File: config.mk
export PLATFORM = sky130hd
export DESIGN_NAME = sak_ctrl
export DESIGN_NICKNAME = d
export VERILOG_FILES = /design/src/rtl/sak_pkg.sv /design/src/rtl/sak_sweep_if.sv /design/src/rtl/sak_ctrl.sv /design/src/rtl/sak_sweep.sv
export VERILOG_INCLUDE_DIRS = /design/src /design/src/rtl
export SDC_FILE = /design/constraint.sdc
export NUM_CORES = 2
export LEC_CHECK = 0
export BUFFER_PORTS_ARGS = -buffer_cell sky130_fd_sc_hd__clkbuf_2
export CORE_UTILIZATION = 55
export CTS_CLUSTER_SIZE = 8
export DETAILED_ROUTE_END_ITERATION = 6
export PLACE_DENSITY = 0.79
export SLEW_MARGIN = 0
export SYNTH_ARGS = -nofsm -noshare
export SYNTH_HDL_FRONTEND = slang
export SYNTH_SLANG_ARGS = --single-unit
File: constraint.sdc
create_clock -name clk_sys_i -period 15.7 [get_ports clk_sys_i]
set_input_delay 1.57 -clock clk_sys_i [delete_from_list [all_inputs] [get_ports clk_sys_i]]
set_output_delay 1.57 -clock clk_sys_i [all_outputs]
set_load 0.005 [all_outputs]
File: src/rtl/sak_map.svh
`ifndef SAK_MAP_SVH
`define SAK_MAP_SVH

// ==========================================================
// Register byte offsets
`define SAK_OFF_CTRL1 8'h00
`define SAK_OFF_CTRL2 8'h04
`define SAK_OFF_LOWER 8'h08
`define SAK_OFF_UPPER 8'h0C
`define SAK_OFF_STEP_UP 8'h10
`define SAK_OFF_STEP_DN 8'h14
`define SAK_OFF_RATE 8'h18
`define SAK_OFF_SWEEP_OUT 8'h1C
`define SAK_OFF_PIN_STAT 8'h20
`define SAK_OFF_PROF_FREQ 8'h40
`define SAK_OFF_PROF_PA 8'h60

// ==========================================================
// Field positions
`define SAK_BIT_KEY_EN 8
`define SAK_BIT_EXT_KEY_EN 9
`define SAK_BIT_SWEEP_EN 19
`define SAK_BIT_DEST_LO 20
`define SAK_BIT_DEST_HI 21
`define SAK_RATE_UP_LSB 0
`define SAK_RATE_DN_LSB 16
`define SAK_PA_AMP_LSB 16

// ==========================================================
// Reset values and timing
`define SAK_RST_WORD 32'h0000_0000
`define SAK_PDIV_LAST 5'h17
`define SAK_RESP_OKAY 2'h0
`define SAK_RESP_SLVERR 2'h2

`endif

File: src/rtl/sak_pkg.sv
package sak_pkg;

  // Sweep destination codes
  typedef enum logic [1:0] {
    SAK_DEST_FREQ = 2'b00,
    SAK_DEST_PHASE = 2'b01,
    SAK_DEST_AMP = 2'b10,
    SAK_DEST_AMP_ALT = 2'b11
  } sak_dest_t;

  typedef logic [31:0] sak_word_t;
  typedef logic [15:0] sak_rate_t;

endpackage

File: src/rtl/sak_sweep_if.sv
`timescale 1ns/100ps

// Configuration and result of the sweep core
interface sak_sweep_if;
  logic tick;
  logic enable;
  logic start;
  logic dir;
  logic hold;
  logic [31:0] lower;
  logic [31:0] upper;
  logic [31:0] step_up;
  logic [31:0] step_dn;
  logic [15:0] rate_up;
  logic [15:0] rate_dn;
  logic [31:0] sweep_out;

  modport ctrl (
    output tick, enable, start, dir, hold, lower, upper,
    output step_up, step_dn, rate_up, rate_dn,
    input sweep_out
  );

  modport core (
    input tick, enable, start, dir, hold, lower, upper,
    input step_up, step_dn, rate_up, rate_dn,
    output sweep_out
  );
endinterface

File: src/rtl/sak_ctrl.sv
`timescale 1ns/100ps
`include "sak_map.svh"

module sak_ctrl
  import sak_pkg::*;
(
  // Clock and reset
  input wire logic clk_sys_i,
  input wire logic rst_i,
  // AXI4-Lite write address
  input wire logic [7:0] s_axi_awaddr_i,
  input wire logic s_axi_awvalid_i,
  output logic s_axi_awready_o,
  // AXI4-Lite write data
  input wire logic [31:0] s_axi_wdata_i,
  input wire logic [3:0] s_axi_wstrb_i,
  input wire logic s_axi_wvalid_i,
  output logic s_axi_wready_o,
  // AXI4-Lite write response
  output logic [1:0] s_axi_bresp_o,
  output logic s_axi_bvalid_o,
  input wire logic s_axi_bready_i,
  // AXI4-Lite read address
  input wire logic [7:0] s_axi_araddr_i,
  input wire logic s_axi_arvalid_i,
  output logic s_axi_arready_o,
  // AXI4-Lite read data
  output logic [31:0] s_axi_rdata_o,
  output logic [1:0] s_axi_rresp_o,
  output logic s_axi_rvalid_o,
  input wire logic s_axi_rready_i,
  // External control pins
  input wire logic sweep_direction_pin_i,
  input wire logic sweep_hold_pin_i,
  input wire logic amplitude_keying_pin_i,
  input wire logic [2:0] profile_sel_i,
  input wire logic io_update_i,
  // Synthesizer core parameters
  output logic [31:0] freq_word_o,
  output logic [15:0] phase_word_o,
  output logic [11:0] amplitude_scale_word_o
);

  // ==========================================================
  // Declarations
  logic [31:0] ctrl1_shadow_r;
  logic [31:0] ctrl2_shadow_r;
  logic [31:0] ctrl1_act_r;
  logic [31:0] ctrl2_act_r;
  logic [31:0] lower_r;
  logic [31:0] upper_r;
  logic [31:0] step_up_r;
  logic [31:0] step_dn_r;
  logic [31:0] rate_r;
  logic [31:0] prof_freq_r [0:7];
  logic [31:0] prof_pa_r [0:7];
  logic [7:0] aw_addr_r;
  logic aw_full_r;
  logic [31:0] w_data_r;
  logic [3:0] w_strb_r;
  logic w_full_r;
  logic do_write;
  logic wr_hit;
  logic [31:0] rd_word;
  logic rd_hit;
  logic [4:0] pdiv_r;
  logic tick_r;
  logic [6:0] sync1_r;
  logic [6:0] sync2_r;
  logic upd_d_r;
  logic upd_pend_r;
  logic dir_p_r;
  logic hold_p_r;
  logic key_p_r;
  logic [2:0] prof_p_r;
  logic start_r;
  logic key_en;
  logic ext_key_en;
  logic sweep_en;
  sak_dest_t dest;
  logic [31:0] freq_nxt;
  logic [15:0] phase_nxt;
  logic [11:0] amp_nxt;
  logic [11:0] prof_amp;
  sak_sweep_if sw_if ();

  // Byte-lane merge for a write
  function automatic logic [31:0] sak_merge(input logic [31:0] old_w, input logic [31:0] new_w,
                                            input logic [3:0] strb);
    logic [31:0] res;
    res = old_w;
    for (int b = 0; b < 4; b++)
    begin
      if (strb[b])
        res[8*b +: 8] = new_w[8*b +: 8];
    end
    return res;
  endfunction

  // ==========================================================
  // Write address and data capture, either order
  always_ff @(posedge clk_sys_i)
  begin
    if (rst_i)
    begin
      aw_full_r <= 1'b0;
      aw_addr_r <= 8'h00;
      s_axi_awready_o <= 1'b1;
    end
    else if (s_axi_awvalid_i && s_axi_awready_o)
    begin
      aw_full_r <= 1'b1;
      aw_addr_r <= s_axi_awaddr_i;
      s_axi_awready_o <= 1'b0;
    end
    else if (do_write)
    begin
      aw_full_r <= 1'b0;
    end
    else if (!aw_full_r && !s_axi_bvalid_o)
      s_axi_awready_o <= 1'b1;
  end

  always_ff @(posedge clk_sys_i)
  begin
    if (rst_i)
    begin
      w_full_r <= 1'b0;
      w_data_r <= 32'h0000_0000;
      w_strb_r <= 4'h0;
      s_axi_wready_o <= 1'b1;
    end
    else if (s_axi_wvalid_i && s_axi_wready_o)
    begin
      w_full_r <= 1'b1;
      w_data_r <= s_axi_wdata_i;
      w_strb_r <= s_axi_wstrb_i;
      s_axi_wready_o <= 1'b0;
    end
    else if (do_write)
    begin
      w_full_r <= 1'b0;
    end
    else if (!w_full_r && !s_axi_bvalid_o)
      s_axi_wready_o <= 1'b1;
  end

  assign do_write = aw_full_r && w_full_r && !s_axi_bvalid_o;

  // Writable address decode
  always_comb
  begin
    unique case (aw_addr_r[7:5])
      3'b000: wr_hit = (aw_addr_r[1:0] == 2'b00) && (aw_addr_r[4:2] <= 3'h6);
      3'b010: wr_hit = (aw_addr_r[1:0] == 2'b00);
      3'b011: wr_hit = (aw_addr_r[1:0] == 2'b00);
      default: wr_hit = 1'b0;
    endcase
  end

  // Write response
  always_ff @(posedge clk_sys_i)
  begin
    if (rst_i)
    begin
      s_axi_bvalid_o <= 1'b0;
      s_axi_bresp_o <= `SAK_RESP_OKAY;
    end
    else if (do_write)
    begin
      s_axi_bvalid_o <= 1'b1;
      s_axi_bresp_o <= wr_hit ? `SAK_RESP_OKAY : `SAK_RESP_SLVERR;
    end
    else if (s_axi_bready_i)
      s_axi_bvalid_o <= 1'b0;
  end

  // ==========================================================
  // Shadow control words and sweep settings
  always_ff @(posedge clk_sys_i)
  begin
    if (rst_i)
    begin
      ctrl1_shadow_r <= `SAK_RST_WORD;
      ctrl2_shadow_r <= `SAK_RST_WORD;
      lower_r <= `SAK_RST_WORD;
      upper_r <= `SAK_RST_WORD;
      step_up_r <= `SAK_RST_WORD;
      step_dn_r <= `SAK_RST_WORD;
      rate_r <= `SAK_RST_WORD;
    end
    else if (do_write && wr_hit)
    begin
      unique case (aw_addr_r)
        `SAK_OFF_CTRL1: ctrl1_shadow_r <= sak_merge(ctrl1_shadow_r, w_data_r, w_strb_r);
        `SAK_OFF_CTRL2: ctrl2_shadow_r <= sak_merge(ctrl2_shadow_r, w_data_r, w_strb_r);
        `SAK_OFF_LOWER: lower_r <= sak_merge(lower_r, w_data_r, w_strb_r);
        `SAK_OFF_UPPER: upper_r <= sak_merge(upper_r, w_data_r, w_strb_r);
        `SAK_OFF_STEP_UP: step_up_r <= sak_merge(step_up_r, w_data_r, w_strb_r);
        `SAK_OFF_STEP_DN: step_dn_r <= sak_merge(step_dn_r, w_data_r, w_strb_r);
        `SAK_OFF_RATE: rate_r <= sak_merge(rate_r, w_data_r, w_strb_r);
        default: rate_r <= rate_r;
      endcase
    end
  end

  // Eight profile entries
  genvar gi;
  generate
    for (gi = 0; gi < 8; gi++)
    begin : g_prof
      always_ff @(posedge clk_sys_i)
      begin
        if (rst_i)
        begin
          prof_freq_r[gi] <= `SAK_RST_WORD;
          prof_pa_r[gi] <= `SAK_RST_WORD;
        end
        else if (do_write && (aw_addr_r[4:2] == 3'(gi)) && (aw_addr_r[1:0] == 2'b00))
        begin
          if (aw_addr_r[7:5] == 3'b010)
            prof_freq_r[gi] <= sak_merge(prof_freq_r[gi], w_data_r, w_strb_r);
          else if (aw_addr_r[7:5] == 3'b011)
            prof_pa_r[gi] <= sak_merge(prof_pa_r[gi], w_data_r, w_strb_r);
        end
      end
    end
  endgenerate

  // ==========================================================
  // Read path
  always_comb
  begin
    rd_word = 32'h0000_0000;
    rd_hit = (s_axi_araddr_i[1:0] == 2'b00);
    unique case (s_axi_araddr_i[7:5])
      3'b000:
      begin
        unique case (s_axi_araddr_i[4:2])
          3'h0: rd_word = ctrl1_shadow_r;
          3'h1: rd_word = ctrl2_shadow_r;
          3'h2: rd_word = lower_r;
          3'h3: rd_word = upper_r;
          3'h4: rd_word = step_up_r;
          3'h5: rd_word = step_dn_r;
          3'h6: rd_word = rate_r;
          3'h7: rd_word = sw_if.sweep_out;
        endcase
      end
      3'b001:
      begin
        rd_hit = rd_hit && (s_axi_araddr_i[4:2] == 3'h0);
        rd_word = {24'h00_0000, upd_pend_r, prof_p_r, key_p_r, hold_p_r, dir_p_r, sweep_en};
      end
      3'b010: rd_word = prof_freq_r[s_axi_araddr_i[4:2]];
      3'b011: rd_word = prof_pa_r[s_axi_araddr_i[4:2]];
      default: rd_hit = 1'b0;
    endcase
  end

  always_ff @(posedge clk_sys_i)
  begin
    if (rst_i)
    begin
      s_axi_arready_o <= 1'b1;
      s_axi_rvalid_o <= 1'b0;
      s_axi_rdata_o <= 32'h0000_0000;
      s_axi_rresp_o <= `SAK_RESP_OKAY;
    end
    else if (s_axi_arvalid_i && s_axi_arready_o)
    begin
      s_axi_arready_o <= 1'b0;
      s_axi_rvalid_o <= 1'b1;
      s_axi_rdata_o <= rd_hit ? rd_word : 32'h0000_0000;
      s_axi_rresp_o <= rd_hit ? `SAK_RESP_OKAY : `SAK_RESP_SLVERR;
    end
    else if (s_axi_rvalid_o && s_axi_rready_i)
    begin
      s_axi_rvalid_o <= 1'b0;
      s_axi_arready_o <= 1'b1;
    end
  end

  // ==========================================================
  // Parameter clock tick, one in 24 system cycles
  always_ff @(posedge clk_sys_i)
  begin
    if (rst_i)
    begin
      pdiv_r <= 5'h00;
      tick_r <= 1'b0;
    end
    else
    begin
      pdiv_r <= (pdiv_r == `SAK_PDIV_LAST) ? 5'h00 : pdiv_r + 5'h01;
      tick_r <= (pdiv_r == `SAK_PDIV_LAST);
    end
  end

  // Two-stage synchronisers for all pins
  always_ff @(posedge clk_sys_i)
  begin
    if (rst_i)
    begin
      sync1_r <= 7'h00;
      sync2_r <= 7'h00;
    end
    else
    begin
      sync1_r <= {io_update_i, profile_sel_i, amplitude_keying_pin_i, sweep_hold_pin_i,
                  sweep_direction_pin_i};
      sync2_r <= sync1_r;
    end
  end

  // Pin levels taken on parameter ticks
  always_ff @(posedge clk_sys_i)
  begin
    if (rst_i)
    begin
      dir_p_r <= 1'b0;
      hold_p_r <= 1'b0;
      key_p_r <= 1'b0;
      prof_p_r <= 3'h0;
    end
    else if (tick_r)
    begin
      dir_p_r <= sync2_r[0];
      hold_p_r <= sync2_r[1];
      key_p_r <= sync2_r[2];
      prof_p_r <= sync2_r[5:3];
    end
  end

  // ==========================================================
  // Update event: control words become active on the next tick
  always_ff @(posedge clk_sys_i)
  begin
    if (rst_i)
    begin
      upd_d_r <= 1'b0;
      upd_pend_r <= 1'b0;
      ctrl1_act_r <= `SAK_RST_WORD;
      ctrl2_act_r <= `SAK_RST_WORD;
      start_r <= 1'b0;
    end
    else
    begin
      upd_d_r <= sync2_r[6];
      if (sync2_r[6] && !upd_d_r)
        upd_pend_r <= 1'b1; // New event wins over clear
      else if (tick_r)
        upd_pend_r <= 1'b0;
      if (tick_r)
        start_r <= 1'b0;
      if (tick_r && upd_pend_r)
      begin
        ctrl1_act_r <= ctrl1_shadow_r;
        ctrl2_act_r <= ctrl2_shadow_r;
        start_r <= ctrl2_shadow_r[`SAK_BIT_SWEEP_EN] && !ctrl2_act_r[`SAK_BIT_SWEEP_EN];
      end
    end
  end

  assign key_en = ctrl1_act_r[`SAK_BIT_KEY_EN];
  assign ext_key_en = ctrl1_act_r[`SAK_BIT_EXT_KEY_EN];
  assign sweep_en = ctrl2_act_r[`SAK_BIT_SWEEP_EN];
  assign dest = sak_dest_t'(ctrl2_act_r[`SAK_BIT_DEST_HI:`SAK_BIT_DEST_LO]);

  // ==========================================================
  // Sweep core hookup
  assign sw_if.tick = tick_r;
  assign sw_if.enable = sweep_en;
  assign sw_if.start = start_r;
  assign sw_if.dir = dir_p_r;
  assign sw_if.hold = hold_p_r;
  assign sw_if.lower = lower_r;
  assign sw_if.upper = upper_r;
  assign sw_if.step_up = step_up_r;
  assign sw_if.step_dn = step_dn_r;
  assign sw_if.rate_up = rate_r[`SAK_RATE_UP_LSB +: 16];
  assign sw_if.rate_dn = rate_r[`SAK_RATE_DN_LSB +: 16];

  sak_sweep u_sweep (
    .clk_sys_i(clk_sys_i),
    .rst_i(rst_i),
    .sw(sw_if.core)
  );

  // ==========================================================
  // Parameter selection with keying priority
  assign prof_amp = prof_pa_r[prof_p_r][`SAK_PA_AMP_LSB +: 12];

  always_comb
  begin
    freq_nxt = prof_freq_r[prof_p_r];
    phase_nxt = prof_pa_r[prof_p_r][15:0];
    amp_nxt = prof_amp;
    if (sweep_en)
    begin
      unique case (dest)
        SAK_DEST_FREQ: freq_nxt = sw_if.sweep_out;
        SAK_DEST_PHASE: phase_nxt = {sw_if.sweep_out[31:18], 2'b00};
        SAK_DEST_AMP, SAK_DEST_AMP_ALT: amp_nxt = sw_if.sweep_out[31:20];
      endcase
    end
    if (key_en)
    begin
      if (ext_key_en && !key_p_r)
        amp_nxt = 12'h000;
      else
        amp_nxt = prof_amp;
    end
  end

  // Registered parameter outputs
  always_ff @(posedge clk_sys_i)
  begin
    if (rst_i)
    begin
      freq_word_o <= 32'h0000_0000;
      phase_word_o <= 16'h0000;
      amplitude_scale_word_o <= 12'h000;
    end
    else
    begin
      freq_word_o <= freq_nxt;
      phase_word_o <= phase_nxt;
      amplitude_scale_word_o <= amp_nxt;
    end
  end

endmodule

File: src/rtl/sak_sweep.sv
`timescale 1ns/100ps

module sak_sweep
  import sak_pkg::*;
(
  // Clock and reset
  input wire logic clk_sys_i,
  input wire logic rst_i,
  // Sweep control
  sak_sweep_if.core sw
);

  logic [31:0] acc_r;
  logic [15:0] timer_r;
  logic dir_d_r;
  logic [32:0] sum_up;
  logic [32:0] diff_dn;
  logic [31:0] acc_step;
  logic [15:0] rate_sel;
  logic expire;

  // ==========================================================
  // Step arithmetic with limit clamping
  always_comb
  begin
    sum_up = {1'b0, acc_r} + {1'b0, sw.step_up};
    diff_dn = {1'b0, acc_r} - {1'b0, sw.step_dn};
    if (sw.dir)
    begin
      if (sum_up[32] || sum_up[31:0] > sw.upper)
        acc_step = sw.upper;
      else
        acc_step = sum_up[31:0];
    end
    else
    begin
      if (diff_dn[32] || diff_dn[31:0] < sw.lower)
        acc_step = sw.lower;
      else
        acc_step = diff_dn[31:0];
    end
  end

  // Interval select per slope, zero treated as one
  assign rate_sel = sw.dir ? sw.rate_up : sw.rate_dn;
  assign expire = (rate_sel == 16'h0000) || (timer_r >= rate_sel - 16'h0001);

  // ==========================================================
  // Accumulator and interval timer on parameter ticks
  always_ff @(posedge clk_sys_i)
  begin
    if (rst_i)
    begin
      acc_r <= 32'h0000_0000;
      timer_r <= 16'h0000;
      dir_d_r <= 1'b0;
    end
    else if (sw.tick && sw.enable)
    begin
      dir_d_r <= sw.dir;
      if (sw.start)
      begin
        acc_r <= sw.lower;
        timer_r <= 16'h0000;
      end
      else if (sw.hold)
      begin
        // Frozen at last state
        acc_r <= acc_r;
      end
      else if (sw.dir != dir_d_r)
        timer_r <= 16'h0000; // Reload on direction change
      else if (expire)
      begin
        timer_r <= 16'h0000;
        acc_r <= acc_step;
      end
      else
        timer_r <= timer_r + 16'h0001;
    end
  end

  // ==========================================================
  // Output kept inside the limits
  always_ff @(posedge clk_sys_i)
  begin
    if (rst_i)
      sw.sweep_out <= 32'h0000_0000;
    else if (acc_r > sw.upper) // Tracks frozen acc while disabled, old word shown at enable until start loads lower on a tick
      sw.sweep_out <= sw.upper;
    else if (acc_r < sw.lower)
      sw.sweep_out <= sw.lower;
    else
      sw.sweep_out <= acc_r;
  end

endmodule

Word-level counts from Yosys, hierarchy flattened
Memories as Yosys holds them, arrays and structs flattened. A register that Yosys moved wholly into a read port is not among the register bits.
Index checks and enable logic that the tools add are counted.
{"block": "totals", "out_inout_bits": 101, "input_bits": 66, "mem_bits_rw": 512, "rom_bits": 0, "reg_bits": 513, "memories": 2, "latchBits": 0}
{"name": "prof_freq_r", "depth": 8, "width": 32, "rd": 2, "rd_ports_with_merged_regs": 1, "write_ports": 8, "line": "sak_ctrl.sv:55", "source": "logic [31:0] prof_freq_r [0:7];"}
{"name": "prof_pa_r", "depth": 8, "width": 32, "rd": 2, "rd_ports_with_merged_regs": 1, "write_ports": 8, "line": "sak_ctrl.sv:56", "source": "logic [31:0] prof_pa_r [0:7];"}
{"block": "op_classes", "bitwise_logic": 64, "n_lt_le_gt_ge": 6, "shift": 0, "n_addsub": 5, "eq_ne": 98, "muxes": 456, "div": 0, "n_reduce_logical": 159, "n_mul": 0}
{"operator": "$mux W8", "n": 352}
{"operator": "$mux W32", "n": 12}
{"operator": "$pmux W32 S8", "n": 1}
{"operator": "$ne A5 B5 Y1 const B", "n": 32}
{"operator": "$reduce_and A2 Y1", "n": 67}
{"operator": "$ne A4 B4 Y1 const B", "n": 32}
{"operator": "$pmux W32 S4", "n": 1}
{"operator": "$mux W16", "n": 7}
{"operator": "$reduce_and A3 Y1", "n": 28}
{"operator": "$mux W1", "n": 71}
{"operator": "$gt A32 B32 Y1", "n": 2}
{"operator": "$lt A32 B32 Y1", "n": 2}
{"operator": "$or A1 B1 Y1", "n": 64}
{"operator": "$mux W12", "n": 4}
{"operator": "$add A32 B32 Y33", "n": 1}
{"operator": "$sub A32 B32 Y33", "n": 1}
{"operator": "$logic_and A1 B1 Y1", "n": 32}
{"operator": "$eq A3 B2 Y1 const B", "n": 8}
{"operator": "$eq A3 B3 Y1 const B", "n": 8}
{"operator": "$eq A8 B5 Y1 const B", "n": 3}
{"operator": "$reduce_bool A2 Y1", "n": 9}
{"operator": "$add A16 B1 Y16 const B", "n": 1}
{"operator": "$eq A8 B4 Y1 const B", "n": 2}
{"operator": "$ge A16 B16 Y1", "n": 1}
{"operator": "23 further kinds", "n": 47}

Longest topological paths before layout
{"block": "logic_depth", "depth_word": 9, "ltp_mapped": 24, "depth_no_buf": 22}

By module
A second synthesis with hierarchy kept.
{"block": "hier_totals", "cells_unflattened": 5529, "area_unflattened_um2": 56406.6}
{"module": "sak_ctrl", "instances": 1, "cells_each": 3900, "area_each_um2": 44234.9}
{"module": "sak_sweep", "instances": 1, "cells_each": 1629, "area_each_um2": 12171.7}

Worst setup path after synthesis
Ideal clock, no wire load.
{"block": "synth_timing", "path_kind": "flip-flop to flip-flop", "from": "register dir_p_r", "to": "register u_sweep.acc_r[11]", "t_arrival_ns": 5.085, "t_required_ns": 15.626, "setup_slack_ns": 10.540, "stages_incl_launch_ff": 24, "period_less_slack_ns": 5.160, "cell_sequence": "dfxtp_1 buf_6 buf_2 buf_1 clkbuf_1 clkbuf_1 mux2i_1 ha_1 o221ai_2 or3_4 nor2_1 xnor2_1 nor2_1 a21oi_1 ha_1 a211oi_1 o211ai_1 a21o_1 a2111o_1 and2_4 buf_6 buf_6 a311o_1 a31oi_1"}
{"block": "synth_between", "elab_chain_cells": 6}
{"element": "start: declaration", "line": "sak_ctrl.sv:72", "source": "logic dir_p_r;"}
{"element": "start signal: assignment", "line": "sak_ctrl.sv:328", "source": "dir_p_r <= sync2_r[0];"}
{"element": "$mux W16", "line": "sak_sweep.sv:45", "source": "assign rate_sel = sw.dir ? sw.rate_up : sw.rate_dn;"}
{"element": "$sub A16 B1 Y16", "line": "sak_sweep.sv:46", "source": "assign expire = (rate_sel == 16'h0000) || (timer_r >= rate_sel - 16'h0001);"}
{"element": "$ge A16 B16 Y1", "line": "sak_sweep.sv:46"}
{"element": "$logic_or A1 B1 Y1", "line": "sak_sweep.sv:46"}
{"element": "$reduce_bool A2 Y1 (no source line)"}
{"element": "$reduce_and A4 Y1 (no source line)"}
{"element": "end signal: assignment", "line": "sak_sweep.sv:63", "source": "acc_r <= sw.lower;"}
{"element": "end signal: assignment", "line": "sak_sweep.sv:69", "source": "acc_r <= acc_r;"}
{"element": "end signal: assignment", "line": "sak_sweep.sv:76", "source": "acc_r <= acc_step;"}
{"element": "end: declaration", "line": "sak_sweep.sv:13", "source": "logic [31:0] acc_r;"}
Parallel ways exist; a longest one is shown, timed or not. The select of a mux whose other input is x is not followed.
A chain may end at the register's enable or synchronous reset.

Final worst setup path
{"block": "layout_timing", "from": "register u_sweep.acc_r[1]", "to": "register u_sweep.acc_r[12]"}
{"block": "layout_between", "elab_chain_cells": 9}
{"element": "$sub A32 B32 Y33 or $add A32 B32 Y33 (tied branches)", "line": "sak_sweep.sv:27, sak_sweep.sv:26"}
{"element": "$lt A32 B32 Y1 or $gt A32 B32 Y1 (tied branches)", "line": "sak_sweep.sv:37, sak_sweep.sv:30"}
{"element": "$logic_or A1 B1 Y1 (on tied branches)", "line": "sak_sweep.sv:37, sak_sweep.sv:30"}
{"element": "$mux W32 (on tied branches)", "line": "sak_sweep.sv:37, sak_sweep.sv:30"}
{"element": "$mux W32 *", "line": "sak_sweep.sv:28", "source": "if (sw.dir)"}
{"element": "$mux W32 *", "line": "sak_sweep.sv:73", "source": "else if (expire)"}
{"element": "$mux W32 *", "line": "sak_sweep.sv:71", "source": "else if (sw.dir != dir_d_r)"}
{"element": "$mux W32 *", "line": "sak_sweep.sv:66", "source": "else if (sw.hold)"}
{"element": "$mux W32 *", "line": "sak_sweep.sv:61", "source": "if (sw.start)"}
Mark *: on every way between the ends. The rest lies on a longest branch, timed or not. The select of a mux whose other input is x is not followed.

==> reports/results.tsv <==
stage	metric	value	unit
outcome	status	finished with violations	
outcome	failing checks	DRC, capacitance limit, slew limit	
synth	EDFF count, synth	512	
worst_hold_path	Hold Path Class	reg -> reg	
synth	#FFs+latches synth	999	
sta	FMAX	168	MHz
cells_and_area	area taken by multi-input logic gates	28200	um2
clocking	Clock Pin Slew Worst Setup and Hold Paths	0.06	ns
cells_and_area	fill cell count	7644	
worst_setup_path	CP delay by family, top	compound AO/OA/AOI/OAI gates	
worst_setup_path	critical path's largest stage delay	0.73	ns
sta	Slew Limit Fails	9	
routing	# DRC	1	
power_and_ir_drop	Overall Power	0.00612	W
placed_design	port bufs	164	
worst_setup_path	Setup CP Type	reg -> reg	
routing	drt first pass iters	7	
global_routing	largest net degree at the start of global routing	162	
sta	crit share post-route	0.379	
clocking	Num CTS Buffers	143	
worst_setup_path	crit path launch type	register	
synth	Cells after Synth	5137	
worst_setup_path	FF-to-FF End	u_sweep.acc_r[12]	
floorplanning	Core Area	99000	um2
global_routing	initial antenna violation count	4	
clocking	CTS Sinks	999	
routing	total via count in the routed design	45400	
global_routing	global route overflow	0	
clocking	Post-CTS Setup Inserts	0	
cells_and_area	Nets	5408	
routing	Final ANT Viol Nets	0	
synth	Synth Area per Inst	10.8	um2
worst_setup_path	Buf+Inv Stages, Crit Path	1	
worst_setup_path	slowest stage cell on the critical path	o311ai_1	
global_routing	first-pass GRT wire length	283000	um
clocking	clk_lat worst skew	0.76	ns
floorplanning	IO Count	167	
clocking	CTS tree	yes	
sta	Final Hold Vio Count	0	
synth	Post-synth top flop	edfxtp_1	
worst_hold_path	hold_sp	sync1_r[6]	
worst_setup_path	R2R Path Start	u_sweep.acc_r[1]	
floorplanning	Die Wd	319	um
worst_hold_path	Hold EP	sync2_r[6]	
synth	Synth cell types	102	
floorplanning	Site Rows	115	
floorplanning	die height	319	um
synth	sequential share of the synthesized area	0.454	
sta	RSZ-0062 raised after global routing	no	
worst_setup_path	CP Capture Type	register	
power_and_ir_drop	PwrDens	100	nW/um2
clocking	Clock Path Buffers	3	
routing	routed wire length	194000	um
power_and_ir_drop	P_leak	23.5	nW
sta	Tmin final	5.96	ns
synth	Mapped Area	55300	um2
clocking	hold_buf cts	0	
worst_hold_path	hold depth	1	
placed_design	detailed placement HPWL	132000	um
synth	async set-or-reset flop fraction in the synthesized netlist	0	
cells_and_area	Storage cell area	25100	um2
worst_setup_path	WP data required	16.33	ns
floorplanning	Initial Util	0.559	
clocking	Max H-tree Level	4	
worst_setup_path	worst reg-to-reg setup slack	9.74	ns
power_and_ir_drop	maximum vdd drop	0.0000967	V
worst_setup_path	R2R cell count	20	
worst_setup_path	Arrival @ worst endpoint	6.58	ns
floorplanning	Die Area	102000	um2
routing	post-DR vias/cell	6.98	
worst_setup_path	critical-path cell list	ha_1 > a211oi_1 > o21ai_0 > o311ai_1 > a211oi_1 > nor3_1 > o22ai_1 > nor3_1 > nor2_1 > ha_1 > nand4_1 > nor4_1 > nand3_1 > nand2_1 > o2bb2ai_2 > nor3_4 > buf_4 > mux2_2 > a222oi_1 > a21oi_1	
global_routing	All-Layer GR Usage	0.374	
cells_and_area	layout cells sized above 1	0.151	
placed_design	Post-DP Area	56900	um2
sta	final setup skew	0.0290	ns
routing	DR iter-0 viols	7059	
clocking	root buffer cell	clkbuf_16	
synth	synth warn	0	
cells_and_area	Largest regs	prof_freq_r: 256 flops, prof_pa_r: 256 flops	
worst_setup_path	crit-path max FO	25	
sta	total negative slack	0	ns
sta	Tightest Pin Transition	1.52	ns
job	max cap viols	1	
routing	routed wire length per instance	29.9	um
sta	Final Setup Violations	0	
clocking	post-CTS sizing	0	
sta	relative slew slack	-0.0169	
cells_and_area	Final Instance Area	61000	um2
placed_design	RD Place Congestion	1.09	
cells_and_area	P&R area growth vs syn	10.2	%
global_routing	number of global-route vias before repair	43300	
sta	final hold slack	0.437	ns
-- worst max-delay path by stage --
stage	start	cells past startpoint	slack, ns	endpoint
finish	u_sweep.acc_r[1]	20	9.74	u_sweep.acc_r[12]
global route	step_up_r[0]	22	9.34	u_sweep.acc_r[13]
CTS	u_sweep.acc_r[1]	20	9.93	u_sweep.acc_r[13]
detailed placement	u_sweep.acc_r[1]	20	9.93	u_sweep.acc_r[13]
global placement	u_sweep.acc_r[1]	20	10.08	u_sweep.acc_r[12]
floorplan	dir_p_r	23	10.54	u_sweep.acc_r[11]
-- kinds of logic after synthesis --
family	Yosys count	synth area share
DFF	999	0.454
xor gates and xnor gates	76	0.0120
other	1	0.0000678
and+or+nand+nor	1627	0.149
AOI/OAI and AO/OA	1017	0.116
adders and majority gates	211	0.0480
muxes	694	0.185
buffers and inverters	512	0.0367
-- through the flow --
stage | std cells | setup WS [ns] | utilization
floorplan | 5138 | 10.54 | -
global placement | 6272 | 10.08 | 0.574
detailed placement | 6272 | 9.93 | 0.574
CTS | 6500 | 9.93 | 0.616
global route | 6501 | 9.34 | 0.616
finish | 6503 | 9.74 | 0.616
-- synthesized netlist by cell type, drive strengths merged, types with 38 or more instances --
cell type,instances,area [um2]
a221oi,38,358
and3,289,1810
xnor2,42,368
mux2i,425,4250
clkbuf,303,1140
buf,81,413
a31oi,40,250
inv,127,477
a21oi,342,1740
edfxtp,512,15400
nor3,39,216
nand2,309,1170
mux4,260,5860
and2,270,1690
a21o,82,616
nor2,505,1970
ha,209,2620
nand3,50,250
o21ai,243,1230
dfxtp,487,9750
a211oi,63,498
-- layer usage --
layer | global-route usage | part of all wire
met2 | 0.543 | 0.42
met1 | 0.478 | 0.35
met3 | 0.127 | 0.15
met5 | 0 | 0.000077
met4 | 0.239 | 0.074
-- layout make-up --
cell class	count	share of cell area
Tap cell	1287	0.0264
Inverter	128	0.00792
Clock inverter	12	0.00240
Antenna cell	2	0.0000821
Sequential cell	999	0.412
Timing Repair Buffer	232	0.0228
Multi-Input combinational cell	3627	0.463
Clock buffer	216	0.0647
-- layout by cell type (no fill, tap or decap), drive strengths merged, types with 82 or more instances in the layout --
cell,count
edfxtp,512
nor2,505
dfxtp,487
mux2i,425
clkbuf,378
a21oi,342
nand2,309
and3,289
and2,270
mux4,260
o21ai,243
ha,209
inv,138
a21o,82
-- power by group --
part | leakage (nW) | switching [W] | internal, W
combinational | 12.3 | 0.000223 | 0.000118
sequential | 9.25 | 0.0000776 | 0.00280
clock | 1.97 | 0.00117 | 0.00172
Note: power is estimated with default switching activity, not from simulation.
